### src/rtl/side_consts.svh
`ifndef SIDE_CONSTS_SVH
`define SIDE_CONSTS_SVH
// register byte offsets on the apb
`define SIDE_OFF_XLAT     12'h000
`define SIDE_OFF_BUF      12'h004
`define SIDE_OFF_EXEC     12'h008
`define SIDE_OFF_USTAT    12'h00C
`define SIDE_OFF_CTRL     12'h010
`define SIDE_OFF_IRQ_STAT 12'h014
`define SIDE_OFF_IRQ_MASK 12'h018
// translator word fields
`define SIDE_HUB_MSB      31
`define SIDE_HUB_LSB      25
`define SIDE_PORT_MSB     24
`define SIDE_PORT_LSB     18
// buffer word fields
`define SIDE_BUF_MSB      23
`define SIDE_BUF_LSB      8
`define SIDE_UFR_MSB      7
`define SIDE_UFR_POLL_LSB 3
// execution word fields
`define SIDE_ACT_BIT      31
`define SIDE_HALT_BIT     30
`define SIDE_BAB_BIT      29
`define SIDE_XERR_BIT     28
`define SIDE_SC_BIT       27
`define SIDE_DT_BIT       25
`define SIDE_CERR_MSB     24
`define SIDE_CERR_LSB     23
`define SIDE_BYTES_MSB    11
// per-microframe result field layout
`define SIDE_RES_W        3
`define SIDE_RES_LSB      8
`define SIDE_RES_ERR      0
`define SIDE_RES_BAB      1
`define SIDE_RES_UNDER    2
`define SIDE_SSM_MSB      7
// interrupt bits
`define SIDE_IRQ_DONE     0
`define SIDE_IRQ_HALT     1
`define SIDE_IRQ_XERR     2
// misc values
`define SIDE_EXP_BASE     4'h4
`define SIDE_CERR_ONE     2'h1
`define SIDE_CERR_RST     2'h3
`endif

### src/rtl/side_pkg.sv
package side_pkg;
  typedef enum logic [0:0] {SIDE_IDLE, SIDE_WAIT} side_state_t;
endpackage

### src/rtl/side_exec.sv
// What this block does
// - halted set on stall in any microframe
// - babble flag mirrors result field bit one
// - error flag mirrors result field bit zero
// - toggle preloaded, flipped by each completed transaction
// - error counter writable by software and hardware
// - try three times, then report transaction error
// - twelve-bit count of bytes really transferred
// - buffer address is an internal memory address
// - run every two to b-1 microframes
// - result bits: error, babble, underrun
// - start-split mask bits cleared after use
// - valid flag cleared once descriptor executed
`timescale 1ns/100ps
`include "side_consts.svh"
module side_exec (
  input  wire logic        I_CLK_SYS,
  input  wire logic        I_RESETN,
  input  wire logic        i_PSEL,
  input  wire logic        i_PENABLE,
  input  wire logic        i_PWRITE,
  input  wire logic [11:0] i_PADDR,
  input  wire logic [31:0] i_PWDATA,
  output logic      [31:0] o_PRDATA,
  output logic             o_PREADY,
  output logic             o_PSLVERR,
  input  wire logic        i_UFRAME_TICK,
  input  wire logic        i_RES_VALID,
  input  wire logic        i_RES_ERR,
  input  wire logic        i_RES_BABBLE,
  input  wire logic        i_RES_UNDERRUN,
  input  wire logic        i_RES_STALL,
  input  wire logic [11:0] i_RES_BYTES,
  output logic             o_TXN_REQ,
  output logic             o_TXN_COMPLETE,
  output logic             o_TXN_TOGGLE,
  output logic      [6:0]  o_TXN_HUB_ADDR,
  output logic      [6:0]  o_TXN_PORT_NUM,
  output logic      [15:0] o_TXN_BUF_ADDR,
  output logic             o_IRQ
);

  // descriptor, engine and bus state
  logic [6:0]  translator_hub_addr_r, translator_hub_addr_nxt;
  logic [6:0]  translator_port_num_r, translator_port_num_nxt;
  logic [15:0] buffer_start_addr_r,   buffer_start_addr_nxt;
  logic [7:0]  ufr_r,                 ufr_nxt;
  logic        act_r,                 act_nxt;
  logic        halt_r,                halt_nxt;
  logic        bab_r,                 bab_nxt;
  logic        xerr_r,                xerr_nxt;
  logic        split_phase_bit_r,     split_phase_bit_nxt;
  logic        toggle_bit_r,          toggle_bit_nxt;
  logic [1:0]  cerr_r,                cerr_nxt;
  logic [11:0] bytes_done_count_r,    bytes_done_count_nxt;
  logic [23:0] res_r,                 res_nxt;
  logic [7:0]  start_split_mask_r,    start_split_mask_nxt;
  logic        vld_r,                 vld_nxt;
  logic [2:0]  irq_st_r,              irq_st_nxt;
  logic [2:0]  irq_mk_r,              irq_mk_nxt;
  logic [13:0] ucnt_r,                ucnt_nxt;
  logic [2:0]  slot_r,                slot_nxt;
  logic        req_r,                 req_nxt;
  logic [31:0] rdata_r,               rdata_nxt;
  side_pkg::side_state_t st_r,        st_nxt;
  logic        wr_acc;
  logic        rd_acc;
  logic        hit;
  logic [2:0]  ev;
  logic [2:0]  fld;

  // polling mask: interval of two to the b-1 microframes
  function automatic logic [7:0] poll_mask(input logic [7:0] f);
    logic [3:0] b;
    b = 4'h1;
    for (int i = 0; i < 5; i++) begin
      if (f[`SIDE_UFR_POLL_LSB + i]) begin
        b = 4'(`SIDE_EXP_BASE + 4'(i));
      end
    end
    poll_mask = 8'((9'h001 << (b - 4'h1)) - 9'h001);
  endfunction

  // address decode shared by write and error answer
  function automatic logic mapped(input logic [11:0] a);
    mapped = (a == `SIDE_OFF_XLAT) || (a == `SIDE_OFF_BUF) ||
             (a == `SIDE_OFF_EXEC) || (a == `SIDE_OFF_USTAT) ||
             (a == `SIDE_OFF_CTRL) || (a == `SIDE_OFF_IRQ_STAT) ||
             (a == `SIDE_OFF_IRQ_MASK);
  endfunction

  // register read view
  function automatic logic [31:0] rd_view(input logic [11:0] a);
    rd_view = 32'h0000_0000;
    case (a)
      `SIDE_OFF_XLAT: begin
        rd_view[`SIDE_HUB_MSB:`SIDE_HUB_LSB]   = translator_hub_addr_r;
        rd_view[`SIDE_PORT_MSB:`SIDE_PORT_LSB] = translator_port_num_r;
      end
      `SIDE_OFF_BUF: begin
        rd_view[`SIDE_BUF_MSB:`SIDE_BUF_LSB] = buffer_start_addr_r;
        rd_view[`SIDE_UFR_MSB:0]             = ufr_r;
      end
      `SIDE_OFF_EXEC: begin
        rd_view[`SIDE_ACT_BIT]  = act_r;
        rd_view[`SIDE_HALT_BIT] = halt_r;
        rd_view[`SIDE_BAB_BIT]  = bab_r;
        rd_view[`SIDE_XERR_BIT] = xerr_r;
        rd_view[`SIDE_SC_BIT]   = split_phase_bit_r;
        rd_view[`SIDE_DT_BIT]   = toggle_bit_r;
        rd_view[`SIDE_CERR_MSB:`SIDE_CERR_LSB] = cerr_r;
        rd_view[`SIDE_BYTES_MSB:0]            = bytes_done_count_r;
      end
      `SIDE_OFF_USTAT: rd_view = {res_r, start_split_mask_r};
      `SIDE_OFF_CTRL:     rd_view[0]   = vld_r;
      `SIDE_OFF_IRQ_STAT: rd_view[2:0] = irq_st_r;
      `SIDE_OFF_IRQ_MASK: rd_view[2:0] = irq_mk_r;
      default: rd_view = 32'h0000_0000;
    endcase
  endfunction

  // apb handshake: zero wait states, error on unmapped address
  assign hit       = mapped(i_PADDR);
  assign wr_acc    = i_PSEL & i_PENABLE & i_PWRITE & hit;
  assign rd_acc    = i_PSEL & i_PENABLE & ~i_PWRITE;
  assign o_PREADY  = 1'b1;
  assign o_PSLVERR = i_PSEL & i_PENABLE & ~hit;
  assign o_PRDATA  = rdata_r;

  // next state of the descriptor and the split engine
  always_comb begin
    translator_hub_addr_nxt = translator_hub_addr_r;
    translator_port_num_nxt = translator_port_num_r;
    buffer_start_addr_nxt   = buffer_start_addr_r;
    ufr_nxt                 = ufr_r;
    act_nxt                 = act_r;
    halt_nxt                = halt_r;
    split_phase_bit_nxt     = split_phase_bit_r;
    toggle_bit_nxt          = toggle_bit_r;
    cerr_nxt                = cerr_r;
    bytes_done_count_nxt    = bytes_done_count_r;
    res_nxt                 = res_r;
    start_split_mask_nxt    = start_split_mask_r;
    vld_nxt                 = vld_r;
    irq_mk_nxt              = irq_mk_r;
    ucnt_nxt                = ucnt_r;
    slot_nxt                = slot_r;
    st_nxt                  = st_r;
    req_nxt                 = 1'b0;
    ev                      = 3'h0;
    fld                     = 3'h0;
    rdata_nxt = (i_PSEL & ~i_PENABLE) ? rd_view(i_PADDR) : rdata_r;
    // software writes first; hardware updates below take priority
    if (wr_acc) begin
      case (i_PADDR)
        `SIDE_OFF_XLAT: begin
          translator_hub_addr_nxt =
            i_PWDATA[`SIDE_HUB_MSB:`SIDE_HUB_LSB];
          translator_port_num_nxt =
            i_PWDATA[`SIDE_PORT_MSB:`SIDE_PORT_LSB];
        end
        `SIDE_OFF_BUF: begin
          buffer_start_addr_nxt =
            i_PWDATA[`SIDE_BUF_MSB:`SIDE_BUF_LSB];
          ufr_nxt = i_PWDATA[`SIDE_UFR_MSB:0];
        end
        `SIDE_OFF_EXEC: begin
          act_nxt             = i_PWDATA[`SIDE_ACT_BIT];
          split_phase_bit_nxt = i_PWDATA[`SIDE_SC_BIT];
          toggle_bit_nxt      = i_PWDATA[`SIDE_DT_BIT];
          cerr_nxt = i_PWDATA[`SIDE_CERR_MSB:`SIDE_CERR_LSB];
          halt_nxt            = 1'b0;
        end
        `SIDE_OFF_USTAT: begin
          res_nxt              = i_PWDATA[31:`SIDE_RES_LSB];
          start_split_mask_nxt = i_PWDATA[`SIDE_SSM_MSB:0];
        end
        `SIDE_OFF_CTRL:     vld_nxt    = i_PWDATA[0];
        `SIDE_OFF_IRQ_MASK: irq_mk_nxt = i_PWDATA[2:0];
        default: ;
      endcase
    end
    case (st_r)
      side_pkg::SIDE_IDLE: begin
        if (i_UFRAME_TICK) begin
          ucnt_nxt = ucnt_r + 14'h0001;
          // issue only on a polling slot of a live descriptor
          if (vld_r && act_r && !halt_r &&
              ((ucnt_r[7:0] & poll_mask(ufr_r)) == 8'h00) &&
              (split_phase_bit_r ||
               start_split_mask_r[ucnt_r[2:0]])) begin
            req_nxt  = 1'b1;
            slot_nxt = ucnt_r[2:0];
            st_nxt   = side_pkg::SIDE_WAIT;
          end
        end
      end
      side_pkg::SIDE_WAIT: begin
        if (i_RES_VALID) begin
          st_nxt = side_pkg::SIDE_IDLE;
          fld[`SIDE_RES_BAB]   = i_RES_BABBLE;
          fld[`SIDE_RES_UNDER] = i_RES_UNDERRUN;
          if (i_RES_STALL || i_RES_BABBLE) begin
            halt_nxt = 1'b1;
            act_nxt  = 1'b0;
            vld_nxt  = 1'b0;
            ev[`SIDE_IRQ_HALT] = 1'b1;
          end else if (i_RES_ERR) begin
            if (cerr_r > `SIDE_CERR_ONE) begin
              cerr_nxt = cerr_r - `SIDE_CERR_ONE;
            end else begin
              cerr_nxt = 2'h0;
              fld[`SIDE_RES_ERR] = 1'b1;
              act_nxt  = 1'b0;
              vld_nxt  = 1'b0;
              ev[`SIDE_IRQ_XERR] = 1'b1;
            end
          end else if (!split_phase_bit_r) begin
            split_phase_bit_nxt = 1'b1;
            start_split_mask_nxt[slot_r] = 1'b0;
          end else begin
            bytes_done_count_nxt = i_RES_BYTES;
            toggle_bit_nxt = ~toggle_bit_r;
            act_nxt  = 1'b0;
            vld_nxt  = 1'b0;
            ev[`SIDE_IRQ_DONE] = 1'b1;
          end
          res_nxt[slot_r*`SIDE_RES_W +: `SIDE_RES_W] = fld;
        end
      end
      default: st_nxt = side_pkg::SIDE_IDLE;
    endcase
    // summary flags follow the per-microframe result fields
    bab_nxt  = 1'b0;
    xerr_nxt = 1'b0;
    for (int k = 0; k < 8; k++) begin
      bab_nxt  = bab_nxt  | res_nxt[k*`SIDE_RES_W + `SIDE_RES_BAB];
      xerr_nxt = xerr_nxt | res_nxt[k*`SIDE_RES_W + `SIDE_RES_ERR];
    end
    // sticky events; a new event wins over the read clear
    irq_st_nxt = irq_st_r;
    if (rd_acc && (i_PADDR == `SIDE_OFF_IRQ_STAT)) begin
      irq_st_nxt = 3'h0;
    end
    irq_st_nxt = irq_st_nxt | ev;
  end

  // register all state
  always_ff @(posedge I_CLK_SYS or negedge I_RESETN) begin
    if (!I_RESETN) begin
      translator_hub_addr_r <= 7'h00;
      translator_port_num_r <= 7'h00;
      buffer_start_addr_r   <= 16'h0000;
      ufr_r                 <= 8'h00;
      act_r                 <= 1'b0;
      halt_r                <= 1'b0;
      bab_r                 <= 1'b0;
      xerr_r                <= 1'b0;
      split_phase_bit_r     <= 1'b0;
      toggle_bit_r          <= 1'b0;
      cerr_r                <= `SIDE_CERR_RST;
      bytes_done_count_r    <= 12'h000;
      res_r                 <= 24'h00_0000;
      start_split_mask_r    <= 8'h00;
      vld_r                 <= 1'b0;
      irq_st_r              <= 3'h0;
      irq_mk_r              <= 3'h0;
      ucnt_r                <= 14'h0000;
      slot_r                <= 3'h0;
      req_r                 <= 1'b0;
      rdata_r               <= 32'h0000_0000;
      st_r                  <= side_pkg::SIDE_IDLE;
    end else begin
      translator_hub_addr_r <= translator_hub_addr_nxt;
      translator_port_num_r <= translator_port_num_nxt;
      buffer_start_addr_r   <= buffer_start_addr_nxt;
      ufr_r                 <= ufr_nxt;
      act_r                 <= act_nxt;
      halt_r                <= halt_nxt;
      bab_r                 <= bab_nxt;
      xerr_r                <= xerr_nxt;
      split_phase_bit_r     <= split_phase_bit_nxt;
      toggle_bit_r          <= toggle_bit_nxt;
      cerr_r                <= cerr_nxt;
      bytes_done_count_r    <= bytes_done_count_nxt;
      res_r                 <= res_nxt;
      start_split_mask_r    <= start_split_mask_nxt;
      vld_r                 <= vld_nxt;
      irq_st_r              <= irq_st_nxt;
      irq_mk_r              <= irq_mk_nxt;
      ucnt_r                <= ucnt_nxt;
      slot_r                <= slot_nxt;
      req_r                 <= req_nxt;
      rdata_r               <= rdata_nxt;
      st_r                  <= st_nxt;
    end
  end

  // link-side request and interrupt outputs
  assign o_TXN_REQ      = req_r;
  assign o_TXN_COMPLETE = split_phase_bit_r;
  assign o_TXN_TOGGLE   = toggle_bit_r;
  assign o_TXN_HUB_ADDR = translator_hub_addr_r;
  assign o_TXN_PORT_NUM = translator_port_num_r;
  assign o_TXN_BUF_ADDR = buffer_start_addr_r;
  assign o_IRQ          = |(irq_st_r & irq_mk_r);
endmodule

### config.mk
export PLATFORM = sky130hd
export DESIGN_NAME = side_exec
export DESIGN_NICKNAME = d
export VERILOG_FILES = /design/src/rtl/side_pkg.sv /design/src/rtl/side_exec.sv
export VERILOG_INCLUDE_DIRS = /design/src /design/src/rtl
export SDC_FILE = /design/constraint.sdc
export NUM_CORES = 1
export LEC_CHECK = 0
export BUFFER_PORTS_ARGS = -buffer_cell sky130_fd_sc_hd__buf_2
export CAP_MARGIN = 20
export CORE_MARGIN = 3
export CORE_UTILIZATION = 30
export CTS_BUF_LIST = sky130_fd_sc_hd__clkbuf_8
export DETAILED_ROUTE_END_ITERATION = 10
export GPL_TIMING_DRIVEN = 0
export PLACE_DENSITY = 0.54
export RECOVER_POWER = 100
export SLEW_MARGIN = 40
export SYNTH_ARGS = -nofsm -noshare
export SYNTH_HDL_FRONTEND = slang
export SYNTH_SLANG_ARGS = --single-unit
### constraint.sdc
create_clock -name I_CLK_SYS -period 5.3 [get_ports I_CLK_SYS]
set_clock_uncertainty 0.1 [all_clocks]
set_input_delay 0.53 -clock I_CLK_SYS [delete_from_list [all_inputs] [get_ports I_CLK_SYS]]
set_output_delay 0.53 -clock I_CLK_SYS [all_outputs]
set_load 0.01 [all_outputs]
==> qor.txt, run 1 <==
Mapped Area: 7061 sq um
Switching Power: 0.5786 mW
Endpoint, Worst Hold: bytes_done_count_r[7]
Crit path required time: 5.53 ns
Largest stage delay, worst path: 1.01 ns
Clk slew on worst S/H paths: 0.08 ns
Fmax: 248.8 MHz
Reg2reg start: slot_r[0]
Leading post-synthesis cells by cell area: dfrtp_1, mux2_2, nand2_1, mux2_1, a222oi_1
Htree depth: 4
Detailed router's first-iteration violation count: 573
Cts bufs inserted: 17
CP arrival: 4.25 ns
DRC Markers: 0
Die H: 159.4 microns
Filler cell count: 2406
Pint: 1.614 mW
Seq/Total Area, Yosys: 0.5001
Die X: 159.4 microns
Pleak: 3.802 nW
Tightest Hold Check Type: input pin to flop
RR Endpoint: xerr_r
Largest area contributor in the netlist: dfrtp_1
Synthesis-to-finish area growth: 19.56%
EDFF count, synth: 0
Worst-path fanout max: 10
Dominant synthesized flop cell: dfrtp_1
Final nets: 887
Period minus WS final: 4.020 ns
Reg2Reg Setup Slack: 2.28 ns
Number of diodes: 0
Routed length per instance: 21.02 microns
WL final: 23970 microns
Ratio of cells with drive above 1 in the final layout: 0.1778
Area of placed instances: 8199 sq um
Cells after synthesis: 662
Status: complete, no violations
Initial antenna violation count: 1
Slew @ Worst Pin: 1.192 ns
Worst path slowest cell: nor4b_1
PD cells: 259.8 nW/um^2
Most used cell, CP: clkbuf_1
Total power: 2.193 mW
CP Cell Sequence: buf_2 -> or4_1 -> clkbuf_1 -> nor3_4 -> nor4b_1 -> clkbuf_1 -> mux2_1
TNS Setup: 0 ns
Final instance area: 8442 sq um
CTS tree: done
Antenna viol nets, final: 0
CP Launch Type: input pin
CTS Sinks: 141
Net Sw Frac: 0.2639
Seq pwr share: 0.518
Root buf cell: clkbuf_8
Maxcap violations: 0
PostCTS Resize Cnt: 0
Reg2Reg Depth: 8
First-pass GRT wire length: 36800 microns
Via total after detailed routing: 6008
Yosys warns: 0
Hold slack: 0.2026 ns
Gate power share: 0.096
Starting Density: 0.3081
Number of synthesized register bits: 141
Die area: 25410 sq um
I/O pins: 135
Netlist cell types: 62
Final period util: 0.7585
Vias in the first global route: 6065
Clk Latency, worst-skew pair: 0.45 ns
Row Count: 55
CORE AREA: 22920 sq um
Ys async rst share: 1.000
Synth Area per Inst: 10.67 sq um
Port buffer count: 130
CTS max path bufs: 2
Hold path startpoint: i_RES_BYTES[7]
Count leader, synth: dfrtp_1
First drt pass iteration count: 7
Setup Viol. Count Final: 0
Pins over their slew limit: 0
Clock power frac: 0.386
Final Hold Viols: 0
Crit. End Element: flop
Gr usage total: 0.1880
RePlAce Congestion: 0.9183
Hold path depth: 2
DR vias/cell: 5.270
Crit Path Class: input pin to flop
Largest net degree at the start of global routing: 74
IR drop worst, VDD: 0.1750 mV
GRT Residual Overflow: 0
DP Wirelength: 17960 microns
Slew headroom: 0.1942
RSZ-0062 raised after global routing: no
Synth top area share: 0.4926
Commonest cells in the netlist: dfrtp_1, nand2_1, nor2_1, o21ai_0, mux2_2
## power groups by stage
stage,clock network [mW],logic (mW),registers (mW)
2_1_floorplan,0,0.106,1.15
3_3_place_gp,0,0.207,1.16
3_5_place_dp,0,0.215,1.16
4_1_cts,0.873,0.217,1.14
5_1_grt,0.917,0.234,1.14
6_report,0.846,0.210,1.14
## cell type report
cell class / count / area (sq um) / share of cell area
flip-flops and latches: 141 / 3531 / 0.4183
multi-input cells: 456 / 3256 / 0.3857
repair buffers: 133 / 628.1 / 0.07440
well taps: 313 / 391.6 / 0.04639
clock buffers: 18 / 247.7 / 0.02935
plain buffers: 43 / 172.7 / 0.02045
clock inverters: 13 / 128.9 / 0.01527
inverters: 23 / 86.33 / 0.01023
## cell families (layout without fill, tap and decap cells)
group           count (synthesis)  count (layout)  synth area share
fa+ha+maj                       5               5          0.008861
simple gates                  225             225            0.1753
mux                            80              80            0.1272
compound gates                136             136            0.1370
flops                         141             141            0.5001
buf+inv                        66             230           0.04111
other cells                     1               2         0.0005311
xor+xnor                        8               8          0.009924
## registers in the layout, indices dropped and copies added, names as in the netlist
signal              cells
o_TXN_PORT_NUM          7
halt_r                  1
cerr_r                  2
act_r                   1
o_TXN_BUF_ADDR         16
ucnt_r                  7
res_r                  24
xerr_r                  1
o_TXN_TOGGLE            1
o_TXN_REQ               1
vld_r                   1
st_r                    1
start_split_mask_r      8
irq_mk_r                3
o_TXN_HUB_ADDR          7
bytes_done_count_r     12
irq_st_r                3
bab_r                   1
ufr_r                   8
o_TXN_COMPLETE          1
slot_r                  3
o_PRDATA               32
## per-stage QoR
stage	instances	setup WS (ns)	util
2_1_floorplan	663	2.651	-
3_3_place_gp	1106	1.443	0.3538
3_5_place_dp	1108	1.909	0.3578
4_1_cts	1140	2.342	0.3747
5_1_grt	1140	1.123	0.3684
6_report	1140	1.280	0.3684
## layout by cell type, fill, tap and decap left out, types with 18 or more instances in the layout
cell type and instances:
dfrtp_1 139, clkbuf_1 105, buf_2 66, nand2_1 66, nor2_1 39, o21ai_0 39
mux2_2 38, inv_1 26, nand3_1 23, a222oi_1 22, mux2i_1 20, mux2_1 20
clkbuf_8 18
## worst max-delay path, delay by kind of cell
kind                   cells  cell delay (ns)
buffers and inverters      3             1.21
and+or+nand+nor            3             2.11
muxes                      1             0.40
## routing by layer
layer	up-vias	GRT usage	share of wire
li1	2762	-	-
met1	2985	0.2676	0.47
met2	238	0.2865	0.44
met3	21	0.05125	0.069
met4	2	0.04218	0.013
met5	-	0	0.00029
## how the worst max path moves through the flow
| stage | startpoint | endpoint | slack [ns] | cells after the start |
|---|---|---|---|---|
| floorplan | i_PADDR[4] | o_TXN_BUF_ADDR[0] | 2.65 | 7 |
| global placement | I_RESETN | ucnt_r[5] | 1.44 | 1 |
| detailed placement | i_PADDR[9] | o_TXN_PORT_NUM[5] | 1.91 | 6 |
| CTS | ufr_r[6] | slot_r[2] | 2.34 | 8 |
| global route | i_PADDR[10] | o_TXN_BUF_ADDR[2] | 1.12 | 7 |
| finish | i_PADDR[5] | o_TXN_BUF_ADDR[4] | 1.28 | 7 |
## what timing repair did
item,4_1_cts,5_1_grt
setup buffers,0,0
endpoints found under the setup margin,0,0
endpoints found under the hold margin,68,0
hold buffers,1,0
No activity file was read; power rests on OpenSTA's default activity.
==> run 2: changes to the inputs <==
==> constraint.sdc (replaced) <==
create_clock -name I_CLK_SYS -period 4 [get_ports I_CLK_SYS]
set_clock_uncertainty 0.1 [all_clocks]
set_input_delay 0.4 -clock I_CLK_SYS [delete_from_list [all_inputs] [get_ports I_CLK_SYS]]
set_output_delay 0.4 -clock I_CLK_SYS [all_outputs]
set_load 0.01 [all_outputs]
==> run 2 against run 1 <==
  * The run now ends with max-capacitance violations, max-slew violations left
  * Non-clock buffer count is the same
  * Setup slack worse by 0.67 ns
  * Clock power is 32% higher
  * Global-route usage unchanged
  * Routed wire length is 0.53% lower
  * Register-to-register slack worse by 1.4 ns
  * Combinational power up 31%
  * Total power is 32% higher
==> qor.txt, run 2 (synthesized netlist as in run 1, its figures left out) <==
Crit. End Element: flop
Ratio of cells with drive above 1 in the final layout: 0.1814
Placed Cells: 1108
CTS Hold Bufs: 1
RSZ-0062 raised after global routing: no
DR vias/cell: 5.300
Clk Latency, worst-skew pair: 0.45 ns
Synthesis-to-finish area growth: 19.56%
Gate power share: 0.095
Final period util: 0.8478
CP Launch Type: input pin
Net Sw Frac: 0.2628
DP Wirelength: 17960 microns
GRT Residual Overflow: 0
Gr usage total: 0.1880
Starting Density: 0.3081
First drt pass iteration count: 7
Root buf cell: clkbuf_8
Antenna viol nets, final: 0
Detailed router's first-iteration violation count: 575
Pins over their slew limit: 69
Filler cell count: 2406
Vias in the first global route: 6065
CTS Sinks: 141
Worst path slowest cell: nor4b_1
Failing checks: max-capacitance violations, max-slew violations
Setup Viol. Count Final: 0
Initial antenna violation count: 1
Die H: 159.4 microns
PostCTS Resize Cnt: 0
WP buf/inv: 3
Tightest Hold Check Type: input pin to flop
CP Cell Sequence: buf_2 -> or4_1 -> buf_2 -> nor3_4 -> nor4b_1 -> buf_6 -> mux2_1
RePlAce Congestion: 0.9183
Port buffer count: 130
Period minus WS final: 3.391 ns
CTS tree: done
Switching Power: 0.7620 mW
Seq pwr share: 0.519
Total power: 2.899 mW
Final Hold Viols: 0
Crit Path Class: input pin to flop
TNS Setup: 0 ns
DRC Markers: 0
Number of diodes: 0
Pint: 2.137 mW
Post-CTS Repair Setup Buffers: 0
Most used cell, CP: buf_2
Cts bufs inserted: 17
Clk slew on worst S/H paths: 0.08 ns
Largest net degree at the start of global routing: 74
PD cells: 343.4 nW/um^2
Pleak: 3.809 nW
Reg2Reg Setup Slack: 0.91 ns
Delay-heaviest family, CP: simple AND/OR/NAND/NOR gates
First-pass GRT wire length: 36800 microns
Fmax: 294.9 MHz
Maxcap violations: 1
Slew @ Worst Pin: 1.789 ns
Die area: 25410 sq um
CORE AREA: 22920 sq um
Final instance area: 8442 sq um
Worst-path fanout max: 10
Final nets: 887
Routed length per instance: 20.91 microns
Most frequent cells in the layout: dfrtp_1, clkbuf_1, buf_2
Crit path required time: 4.23 ns
Slew headroom: -0.1924
Status: complete, but fails checks
I/O pins: 135
Die X: 159.4 microns
Via total after detailed routing: 6042
CTS max path bufs: 2
Largest stage delay, worst path: 1.18 ns
IR drop worst, VDD: 0.2313 mV
Post-route insts no fill: 1140
WL final: 23840 microns
Row Count: 55
Max reg flops: 32
CP arrival: 3.62 ns
Most common cell after layout, fill and taps aside: dfrtp_1
Htree depth: 4
Clock power frac: 0.386
Area of placed instances: 8199 sq um
[run 2: cell count changes in the layout (fill, tap and decap cells not counted), sizes merged]
cell           change
clkbuf             -3
buf                +2
clkdlybuf4s25      +1
[run 2: final timing paths]
| path | startpoint | to | depth (start not counted) |
|---|---|---|---|
| worst max-delay path | i_PADDR[5] | o_TXN_BUF_ADDR[4] | 7 |
| worst min register to register | o_PRDATA[22] | o_PRDATA[22] | 2 |
| min in group asynchronous | I_RESETN | o_TXN_BUF_ADDR[5] | 3 |
| worst max register to register | slot_r[0] | xerr_r | 8 |
| max in group asynchronous | I_RESETN | cerr_r[1] | 4 |
| worst min-delay path | i_RES_BYTES[7] | bytes_done_count_r[7] | 2 |
[run 2: final cells by class]
cell class	instances	area, sq um	area share
Clock buffer	18	247.7	0.02935
Clock inverter	13	128.9	0.01527
Buffer	43	188.9	0.02238
Multi-Input combinational cell	456	3256	0.3857
Sequential cell	141	3531	0.4183
Tap cell	313	391.6	0.04639
Timing Repair Buffer	133	611.8	0.07248
Inverter	23	86.33	0.01023
[run 2: worst reg2reg max path, cell delays in order (launching register included)]
cell and delay, ns:
dfrtp_1 0.38, clkbuf_1 0.32, inv_1 0.11, ha_1 0.40
nor4bb_1 0.53, nand3_1 0.33, nand2b_1 0.25, a22oi_1 0.32
nand4_1 0.19
[run 2: through the flow]
stage	hold WS [ns]	utilization	worst slack, ns
finish	0.07579	0.3684	0.6090
global route	0.04751	0.3684	0.4655
CTS	0.03904	0.3747	1.042
detailed placement	0.3078	0.3578	0.7395
global placement	0.3642	0.3538	0.2727
floorplan	0.004409	-	1.438
[run 2: power groups by stage]
stage	logic [mW]	registers [mW]	clock network, mW
6_report	0.275	1.51	1.12
4_1_cts	0.288	1.51	1.16
3_3_place_gp	0.274	1.53	0
3_5_place_dp	0.285	1.53	0
5_1_grt	0.308	1.51	1.21
2_1_floorplan	0.140	1.53	0
[run 2: layer usage]
layer,vias to the layer above,share of wire,GRT usage
met1,3019,0.47,0.2676
met5,-,0.00029,0
met4,2,0.014,0.04218
met2,235,0.45,0.2865
met3,23,0.066,0.05125
li1,2763,-,-
